File: config.mk
export PLATFORM = sky130hd
export DESIGN_NAME = dcr_regs
export DESIGN_NICKNAME = d
export VERILOG_FILES = /design/src/hw/dcr_pkg.sv /design/src/hw/dcr_wait_timer.sv /design/src/hw/dcr_regs.sv
export SDC_FILE = /design/constraint.sdc
export NUM_CORES = 1
export LEC_CHECK = 0
export BUFFER_PORTS_ARGS = -buffer_cell sky130_fd_sc_hd__buf_2
export CAP_MARGIN = 20
export CORE_MARGIN = 5
export CORE_UTILIZATION = 43
export DETAILED_ROUTE_END_ITERATION = 10
export PLACE_DENSITY = 0.8
export SETUP_SLACK_MARGIN = 0.4
export SYNTH_ARGS = -nofsm -noshare
export SYNTH_HDL_FRONTEND = slang
export SYNTH_HIERARCHICAL = 1
export SYNTH_SLANG_ARGS = --single-unit
File: constraint.sdc
create_clock -name CLK -period 1.9 [get_ports CLK]
set_input_delay 0.19 -clock CLK [delete_from_list [all_inputs] [get_ports CLK]]
set_output_delay 0.19 -clock CLK [all_outputs]
set_load 0.01 [all_outputs]
File: src/hw/dcr_pkg.sv
// Constants for the DRAM configuration register pair.
// Assumes a 10 MHz clock and an index latched outside this block.
package dcr_pkg;
	// ---------------------------------------------
	// Port and index decode
	// ---------------------------------------------
	localparam logic [7:0] DATA_PORT   = 8'hed;
	localparam logic [7:0] IDX_MAP     = 8'h03;
	localparam logic [7:0] IDX_CTL     = 8'h05;
	// ---------------------------------------------
	// Field positions and fixed bits
	// ---------------------------------------------
	localparam int         MAP_RELOC_HI = 6;
	localparam int         MAP_RELOC_LO = 5;
	localparam int         MAP_REMAP    = 4;
	localparam int         CTL_WAIT     = 4;
	localparam int         CTL_FAST_N   = 3;
	localparam int         CTL_PAGE_N   = 2;
	localparam int         CTL_PAR_N    = 1;
	localparam int         CTL_ROW_STROBE_SHUTOFF   = 0;
	localparam logic [0:0] MAP_FIXED    = 1'h1;
	localparam logic [2:0] CTL_FIXED    = 3'h7;
	// Reset values of the non-strap control bits
	localparam logic       FAST_N_RST   = 1'h0;
	localparam logic       PAR_N_RST    = 1'h0;
	localparam logic       ROW_STROBE_SHUTOFF_RST   = 1'h0;
	// ---------------------------------------------
	// Wait state timing
	// ---------------------------------------------
	localparam int         CLK_PER_WAIT = 2;
	localparam logic [1:0] WS_ZERO      = 2'h0;
	localparam logic [1:0] WS_BANK_MISS = 2'h1;
	localparam logic [1:0] WS_PAGE_MISS = 2'h2;
	localparam logic [1:0] WS_PAGE_SLOW = 2'h3;
	localparam logic [4:0] MEM_MIN_MB   = 5'h01;
	localparam logic [4:0] MEM_MAX_MB   = 5'h04;
	typedef enum logic [1:0] {
		CYC_PAGE_HIT,
		CYC_BANK_MISS,
		CYC_PAGE_MISS
	} dcr_cycle_type;
endpackage

File: src/hw/dcr_wait_timer.sv
// Wait state timer for one DRAM access.
// Assumes start pulses arrive only while the timer is idle.
`timescale 1ns/100ps
module dcr_wait_timer #(
	parameter int CLK_PER_WAIT = 2
) (
	input  wire logic       clk,
	input  wire logic       rst_n,
	input  wire logic       start,
	input  wire logic [1:0] waits,
	output logic            busy,
	output logic            ready
);
	logic [3:0] cnt_reg;
	logic [3:0] cnt_next;
	logic       busy_reg;
	logic       busy_next;
	logic       ready_reg;
	logic       ready_next;

	// ---------------------------------------------
	// Count two clock periods per wait state
	// ---------------------------------------------
	always_comb begin
		cnt_next   = cnt_reg;
		busy_next  = busy_reg;
		ready_next = 1'b0;
		if (start) begin
			cnt_next  = 4'(waits * CLK_PER_WAIT);
			busy_next = 1'b1;
		end else if (busy_reg) begin
			if (cnt_reg == 4'h0) begin
				busy_next  = 1'b0;
				ready_next = 1'b1;
			end else begin
				cnt_next = cnt_reg - 4'h1;
			end
		end
	end

	// Registers only
	always_ff @(posedge clk) begin
		if (!rst_n) begin
			cnt_reg   <= 4'h0;
			busy_reg  <= 1'b0;
			ready_reg <= 1'b0;
		end else begin
			cnt_reg   <= cnt_next;
			busy_reg  <= busy_next;
			ready_reg <= ready_next;
		end
	end

	assign busy  = busy_reg;
	assign ready = ready_reg;
endmodule

File: src/hw/dcr_regs.sv
// DRAM map and cycle control registers behind the indexed data port.
// Assumes the index is held by the index port outside this block.
// Behaviour
// - Map at index 03h, control at 05h, through data port EDh
// - Map register bit 7 reads one, writes ignored
// - Relocation bits move C range to board, E range to slot
// - Relocation bits load from the two upper straps after reset
// - Remap bit moves the 384K region to top of memory
// - Remap acts only with 1M to 4M of memory
// - Remap bit loads from its strap after reset
// - Four map bits select the memory map, loaded from low straps
// - Control register bits 7-5 read one
// - One wait state lasts two clock periods
// - Wait bit adds one wait state to page-hit accesses, strap loaded
// - Page-miss bank-hit takes 2 or 3 waits by fast bit in zero wait mode
// - Page mode bit loads from its strap after reset
// - Parity bit zero enables parity generate and check, resets zero
// - Bank miss one wait, page-miss bank-hit two waits, three when slow in zero wait mode
`timescale 1ns/100ps
module dcr_regs #(
	parameter int DATA_W = 16
) (
	input  wire logic              CLK,
	input  wire logic              RST_N,
	input  wire logic [7:0]        IO_ADDR,
	input  wire logic              IO_WR,
	input  wire logic              IO_RD,
	input  wire logic [7:0]        CFG_INDEX,
	input  wire logic [7:0]        IO_WDATA,
	output logic      [7:0]        IO_RDATA,
	output logic                   IO_RVALID,
	input  wire logic [8:0]        STRAPS,
	input  wire logic [4:0]        TOTAL_MEM_MB,
	output logic      [3:0]        MAP_SELECT,
	output logic                   ROM_C_TO_BOARD,
	output logic                   ROM_E_TO_SLOT,
	output logic                   REMAP_ACTIVE,
	output logic                   PAGE_MODE_A,
	output logic                   PAGE_MODE_B,
	input  wire logic              CYC_START,
	input  wire logic [1:0]        CYC_KIND,
	output logic                   CYC_BUSY,
	output logic                   CYC_READY,
	input  wire logic [3:0]        RAS_REQ,
	input  wire logic [3:0]        RAS_HELD,
	output logic      [3:0]        RAS_ACTIVE,
	input  wire logic [DATA_W-1:0] DRAM_WDATA,
	output logic      [DATA_W/8-1:0] PAR_OUT,
	input  wire logic [DATA_W-1:0] DRAM_RDATA,
	input  wire logic [DATA_W/8-1:0] PAR_IN,
	input  wire logic              RD_CHECK,
	output logic                   PAR_ERR
);
	localparam int NB = DATA_W / 8;

	logic [6:0]    map_reg;
	logic [6:0]    map_next;
	logic [4:0]    ctl_reg;
	logic [4:0]    ctl_next;
	logic          boot_reg;
	logic          boot_next;
	logic [7:0]    rdata_reg;
	logic [7:0]    rdata_next;
	logic          rvalid_reg;
	logic          rvalid_next;
	logic [3:0]    ras_reg;
	logic [3:0]    ras_next;
	logic [NB-1:0] pout_reg;
	logic [NB-1:0] pout_next;
	logic          perr_reg;
	logic          perr_next;
	logic [NB-1:0] byte_bad;
	logic [1:0]    waits;
	logic          port_hit;
	logic          hit_map;
	logic          hit_ctl;

	// ---------------------------------------------
	// Register access
	// ---------------------------------------------
	// Decode of the data port and index
	assign port_hit = (IO_ADDR == dcr_pkg::DATA_PORT);
	assign hit_map  = port_hit && (CFG_INDEX == dcr_pkg::IDX_MAP);
	assign hit_ctl  = port_hit && (CFG_INDEX == dcr_pkg::IDX_CTL);

	// Next register values; strap capture happens once, on the first
	// clocked cycle after reset, so a write cannot race it
	always_comb begin
		map_next    = map_reg;
		ctl_next    = ctl_reg;
		boot_next   = 1'b0;
		rdata_next  = rdata_reg;
		rvalid_next = 1'b0;
		if (boot_reg) begin
			map_next = {STRAPS[8], STRAPS[7], STRAPS[4], STRAPS[3:0]};
			ctl_next = {STRAPS[5], dcr_pkg::FAST_N_RST, STRAPS[6],
				dcr_pkg::PAR_N_RST, dcr_pkg::ROW_STROBE_SHUTOFF_RST};
		end else if (IO_WR) begin
			if (hit_map) begin
				map_next = IO_WDATA[6:0];
			end
			if (hit_ctl) begin
				ctl_next = IO_WDATA[4:0];
			end
		end
		if (IO_RD && (hit_map || hit_ctl)) begin
			rvalid_next = 1'b1;
			if (hit_map) begin
				rdata_next = {dcr_pkg::MAP_FIXED, map_reg};
			end else begin
				rdata_next = {dcr_pkg::CTL_FIXED, ctl_reg};
			end
		end
	end

	// Registers only; the reset takes constants, straps come later
	always_ff @(posedge CLK) begin
		if (!RST_N) begin
			map_reg    <= 7'h00;
			ctl_reg    <= 5'h00;
			boot_reg   <= 1'b1;
			rdata_reg  <= 8'h00;
			rvalid_reg <= 1'b0;
		end else begin
			map_reg    <= map_next;
			ctl_reg    <= ctl_next;
			boot_reg   <= boot_next;
			rdata_reg  <= rdata_next;
			rvalid_reg <= rvalid_next;
		end
	end

	assign IO_RDATA  = rdata_reg;
	assign IO_RVALID = rvalid_reg;

	// ---------------------------------------------
	// Map and page mode outputs
	// ---------------------------------------------
	// Remap is gated by memory size, so a stale bit is harmless
	assign MAP_SELECT     = map_reg[3:0];
	assign ROM_C_TO_BOARD = map_reg[dcr_pkg::MAP_RELOC_HI];
	assign ROM_E_TO_SLOT  = map_reg[dcr_pkg::MAP_RELOC_LO];
	assign REMAP_ACTIVE   = map_reg[dcr_pkg::MAP_REMAP] &&
		(TOTAL_MEM_MB >= dcr_pkg::MEM_MIN_MB) &&
		(TOTAL_MEM_MB <= dcr_pkg::MEM_MAX_MB);
	// Active-low bit: zero means page mode on
	assign PAGE_MODE_A    = !ctl_reg[dcr_pkg::CTL_PAGE_N];
	assign PAGE_MODE_B    = !ctl_reg[dcr_pkg::CTL_PAGE_N];

	// ---------------------------------------------
	// Wait state selection
	// ---------------------------------------------
	// Fast bit only matters in zero wait mode
	always_comb begin
		waits = dcr_pkg::WS_ZERO;
		case (dcr_pkg::dcr_cycle_type'(CYC_KIND))
			dcr_pkg::CYC_PAGE_HIT: begin
				waits = ctl_reg[dcr_pkg::CTL_WAIT] ? dcr_pkg::WS_BANK_MISS
					: dcr_pkg::WS_ZERO;
			end
			dcr_pkg::CYC_BANK_MISS: begin
				waits = dcr_pkg::WS_BANK_MISS;
			end
			dcr_pkg::CYC_PAGE_MISS: begin
				if (!ctl_reg[dcr_pkg::CTL_WAIT] && ctl_reg[dcr_pkg::CTL_FAST_N]) begin
					waits = dcr_pkg::WS_PAGE_SLOW;
				end else begin
					waits = dcr_pkg::WS_PAGE_MISS;
				end
			end
			default: begin
				waits = dcr_pkg::WS_BANK_MISS;
			end
		endcase
	end

	dcr_wait_timer #(
		.CLK_PER_WAIT (dcr_pkg::CLK_PER_WAIT)
	) u_wait (
		.clk   (CLK),
		.rst_n (RST_N),
		.start (CYC_START),
		.waits (waits),
		.busy  (CYC_BUSY),
		.ready (CYC_READY)
	);

	// ---------------------------------------------
	// Row strobes and parity
	// ---------------------------------------------
	// Shut-off trades a little speed for power in the idle bank
	always_comb begin
		ras_next = ctl_reg[dcr_pkg::CTL_ROW_STROBE_SHUTOFF] ? RAS_REQ
			: (RAS_REQ | RAS_HELD);
	end

	// Per-byte odd parity, gated by the active-low enable
	generate
		for (genvar b = 0; b < NB; b++) begin : g_par
			assign pout_next[b] = !ctl_reg[dcr_pkg::CTL_PAR_N] &&
				!(^DRAM_WDATA[b*8 +: 8]);
			assign byte_bad[b]  = (^{DRAM_RDATA[b*8 +: 8], PAR_IN[b]}) == 1'b0;
		end
	endgenerate

	// Errors only flag while checking is enabled
	assign perr_next = RD_CHECK && !ctl_reg[dcr_pkg::CTL_PAR_N] && (|byte_bad);

	// Registers only
	always_ff @(posedge CLK) begin
		if (!RST_N) begin
			ras_reg  <= 4'h0;
			pout_reg <= '0;
			perr_reg <= 1'b0;
		end else begin
			ras_reg  <= ras_next;
			pout_reg <= pout_next;
			perr_reg <= perr_next;
		end
	end

	assign RAS_ACTIVE = ras_reg;
	assign PAR_OUT    = pout_reg;
	assign PAR_ERR    = perr_reg;
endmodule

# Word level (Yosys, flattened, before mapping)
# Cells that the tools add are included.
# W data, S select, Z words.
word_totals:
  ff_bits: 35
  in_bits: 88
  output_inout_bits: 27
  elab_cells: 82
op_classes:
  add_sub_neg: 1
  order_cmp: 2
  n_eq_ne: 5
  n_mux: 20
  bitwise: 6
  n_reduce_logical: 35
op_table:
  columns: ["cell", "count"]
  rows:
  - ["$mux W7", 4]
  - ["$reduce_xor A9 Y1", 2]
  - ["$reduce_xor A8 Y1", 2]
  - ["$mux W5", 3]
  - ["$logic_and A1 B1 Y1", 10]
  - ["$reduce_and A2 Y1", 5]
  - ["$mux W3", 3]
  - ["$eq A8 B2 Y1 const B", 1]
  - ["$eq A8 B3 Y1 const B", 1]
  - ["$eq A8 B8 Y1 const B", 1]
  - ["$mux W1", 8]
  - ["$reduce_bool A2 Y1", 4]
  - ["$reduce_or A2 Y1", 3]
  - ["$ge A5 B1 Y1 const B", 1]
  - ["$le A5 B3 Y1 const B", 1]
  - ["$logic_not A1 Y1", 5]
  - ["$not A1 Y1", 5]
  - ["$logic_not A4 Y1", 1]
  - ["$mux W4", 1]
  - ["$or A4 B4 Y4", 1]
  - ["$pmux W2 S2", 1]
  - ["$sub A4 B1 Y4 const B", 1]
  - ["$reduce_or A3 Y1", 1]
  - ["$eq A2 B2 Y1 const B", 1]
  - ["3 further kinds", 3]

# Logic depth before layout (Yosys ltp)
logic_depth:
  depth_word: 5
  depth_mapped: 6
  mapped_depth_nobuf: 5

# Hierarchy
# Netlist, hierarchy kept.
by_module_without_submodules:
  columns: ["mod", "n_inst", "cells_each", "area_per_inst_um2", "seq_area_each_um2"]
  rows:
  - ["dcr_regs", 1, 180, 1582.8, 580.6]
  - ["dcr_wait_timer", 1, 33, 287.8, 120.1]

# Worst setup path before layout
# No wires, ideal clock.
synth_path:
  path_kind: "input-to-reg"
  start: "input port CFG_INDEX[4]"
  end: "register map_reg[1]"
  setup_time_ns: 0.119
  arrival_ns: 1.608
  required_ns: 1.781
  setup_slack_ns: 0.173
  stages: 5
  path_buffers: 1
  path_cell_list: "or4_4 -> or4_4 -> buf_6 -> o21ai_1 -> a21oi_1"
synth_between:
  elab_chain_cells: 4
synth_rtl:
  columns: ["item", "line_no", "source"]
  rows:
  - ["start, declared", "dcr_regs.sv:28", "input wire logic [7:0] CFG_INDEX,"]
  - ["$eq A8 B2 Y1", "dcr_regs.sv:83", "assign hit_map = port_hit && (CFG_INDEX == dcr_pkg::IDX_MAP);"]
  - ["$logic_and A1 B1 Y1", "dcr_regs.sv:83", null]
  - ["$reduce_bool A2 Y1 (no line)", null, null]
  - ["$reduce_and A2 Y1 (no line)", null, null]
  - ["end signal, assigned", "dcr_regs.sv:125", "map_reg <= map_next;"]
  - ["end, declared", "dcr_regs.sv:56", "logic [6:0] map_reg;"]
# No other way between the ends.
# A chain may end at the register's enable or synchronous reset.

# Final worst setup path
layout_path:
  start: "input port IO_ADDR[1]"
  end: "register map_reg[6]"
layout_between:
  elab_chain_cells: 4
layout_rtl:
  columns: ["item", "line_no", "source"]
  rows:
  - ["start, declared", "dcr_regs.sv:25", "input wire logic [7:0] IO_ADDR,"]
  - ["$eq A8 B8 Y1", "dcr_regs.sv:82", "assign port_hit = (IO_ADDR == dcr_pkg::DATA_PORT);"]
  - ["$logic_and A1 B1 Y1", "dcr_regs.sv:83", null]
  - ["$reduce_bool A2 Y1 (no line)", null, null]
  - ["$reduce_and A2 Y1 (no line)", null, null]
# No other way between the ends.

==> flow_metrics.env <==
export IMPL_hold_violations=0
export IMPL_routed_via_density=5.10
export IMPL_required_ns=2.08
export IMPL_start_util=0.436
export IMPL_dieArea_sq_um=5770
export IMPL_crit_type="primary input to flop"
export IMPL_insertion_delay_ns=0.29
export IMPL_cts_hold_buffers_added=0
export IMPL_cts_buffers=5
export IMPL_ir_drop_mv=0.273
export IMPL_cts_tree="yes"
export IMPL_postRouteAntennaNets=0
export IMPL_async_reset_ff_frac=0
export IMPL_ys_seq_elements=35
export IMPL_die_x_um=76.0
export IMPL_drc=0
export IMPL_io_pins=115
export IMPL_largest_reg_flops=8
export IMPL_outcome="complete, no violations"
export IMPL_rsz0062_at_grt="yes"
export IMPL_syn_avg_cell_area_sq_um=8.78
export IMPL_synth_warnings=6
export IMPL_clock_sinks=35
export IMPL_cts_root_buf="clkbuf_8"
export IMPL_antenna_found_initial=0
export IMPL_antenna_cells=0
export IMPL_start_kind="primary input"
export IMPL_regArea_sq_um=703
export IMPL_yosysTopAreaCellShare=0.375
export IMPL_die_h_um=76.0
export IMPL_clockBufferDepth=2
export IMPL_syn_nets=302
export IMPL_finalSetupTns_ns=0
export IMPL_clkTransAtPathRegs_ns=0.08
export IMPL_htreeDepth=2
export IMPL_maxSlewViolCount=0
export IMPL_filler_cell_count=411
export IMPL_syn_to_final_growth_pct=37.0
export IMPL_path_cells="buf_2 > or4_4 > or4_4 > o21ai_1 > a21oi_1"
export IMPL_drt_total_wl_um=5000
export IMPL_final_util=0.597
export IMPL_worst_pin_slew_ns=0.567
export IMPL_netlist_instances=213
export IMPL_grt_max_degree=23
export IMPL_num_vias=1916
export IMPL_place_gp_congestion=0.777
export IMPL_multi_input_area_sq_um=1060
export IMPL_fin_skew_ns=0.0106
export IMPL_grtUsageTotal=0.177
export IMPL_fmax_ghz=0.684
export IMPL_grt_pass1_wl_um=8680
export IMPL_cp_num_buf_inv=1
export IMPL_hold_path_class="primary input to flop"
export IMPL_core_area_sq_um=4290
export IMPL_yosys_area_top_type="dfxtp_1"
export IMPL_synthTopCellsByArea="dfxtp_1, xnor2_1, a21oi_1"
export IMPL_p_leak_uw=0.00118
export IMPL_maxCapViolCount=0
export IMPL_drt_iter0_drc=49
export IMPL_yosysSeqAreaShare=0.375
export IMPL_synth_edf_count=0
export IMPL_dr_pass1_iters=4
export IMPL_crit_path_top_delay_cell="or4_4"
export IMPL_netlist_area_sq_um=1870
export IMPL_num_rows=24
export IMPL_yosysMostFrequentCell="dfxtp_1"
export IMPL_grt_pass1_vias=1932
export IMPL_synth_flop_cell="dfxtp_1"
export IMPL_crit_path_end_kind="flop"
export IMPL_finalCriticalPeriod_ns=1.46
export IMPL_arrival_ns=1.64
export IMPL_crit_family="simple AND/OR/NAND/NOR gates"
export IMPL_ys_top_cells_by_count="dfxtp_1, a21oi_1, xnor2_1"
export IMPL_nets=412
export IMPL_setup_viol=0
export IMPL_yosysUniqueCellTypes=43
export IMPL_grt_overflow=0
export IMPL_max_stage_delay_ns=0.56
export IMPL_place_hpwl_um=4070
export IMPL_relSlewSlack=0.622
export IMPL_crit_fanout=12
export IMPL_powerDensity_nw_per_um2=731
export IMPL_wl_per_cell_um=13.3
export IMPL_io_buffer_count=113
export IMPL_cpMostUsedCell="or4_4"
export IMPL_finalCritPeriodShare=0.770
export IMPL_drive_gt1_frac=0.410
==> metal layers <==
layer,vias to the layer above,track usage,wire length (um)
met4,0,0.0374,40
met5,-,0,0
met1,846,0.217,2040
met3,4,0.0521,482
li1,980,-,-
met2,86,0.305,2440
==> cells by family after synthesis <==
logic type / count (synthesis) / synth area share
AOI/OAI and AO/OA: 78 / 0.248
and+or+nand+nor: 48 / 0.161
DFF: 35 / 0.375
xor gates and xnor gates: 29 / 0.150
buffers and inverters: 22 / 0.0589
adders and majority gates: 1 / 0.00669
==> cells in the final DEF (no fill, tap or decap), types with 3 or more instances in the layout <==
master and n:
o21a_1 8, dfxtp_1 33, nand2_1 3, a21oi_1 26
nand3_1 7, a31oi_1 9, o22ai_1 5, nor2_1 13
o21ai_1 12, buf_2 113, clkbuf_8 5, nand2b_1 5
xor2_1 5, inv_1 9, o21ai_0 12, xnor2_1 22
nor2b_1 3
==> through the flow <==
step / cell area (sq um) / std cells / total power (uW) / hold WS [ns] / setup slack [ns]
after floorplan: 1870 / 213 / 1050 / 0.299 / 0.286
after global placement: 2440 / 368 / 1200 / 0.402 / 0.167
after detailed placement: 2440 / 368 / 1210 / 0.407 / 0.137
after CTS: 2560 / 376 / 1890 / 0.112 / 0.447
after global routing: 2560 / 376 / 1970 / 0.106 / 0.373
final: 2560 / 376 / 1870 / 0.115 / 0.438
==> power breakdown <==
group / total [uW] / switching (uW) / leakage, uW / internal, uW
Combinational: 398 / 186 / 0.000834 / 212
Sequential: 797 / 22.7 / 0.000288 / 774
Clock: 679 / 281 / 0.0000587 / 397
Total: 1870 / 490 / 0.00118 / 1380
==> path summary, 6_finish.rpt <==
path                                        start                 to  slack, ns  cells after the start
worst max-delay path                   IO_ADDR[1]         map_reg[6]       0.44                      5
worst min register to register        IO_RDATA[0]        IO_RDATA[0]       0.46                      1
worst max register to register  u_wait/cnt_reg[0]  u_wait/cnt_reg[3]       0.47                      5
worst min-delay path                     RD_CHECK            PAR_ERR       0.12                      3
==> tightest hold or removal path, stage by stage <==
cell and delay, ns:
buf_2 0.10, inv_1 0.04, a211oi_1 0.04
==> cell type report <==
class                           instances  area share
Timing Repair Buffer                  115       0.227
Clock buffer                            5      0.0269
Multi-Input combinational cell        156       0.414
Clock inverter                          3      0.0186
Sequential cell                        35       0.274
Tap cell                               52      0.0254
Inverter                               10      0.0146
==> what timing repair did <==
action	in CTS	in global routing
setup buffers	0	0
setup endpoints to repair	0	6
resized for setup	0	2
Power figures use the tool's default switching activity.
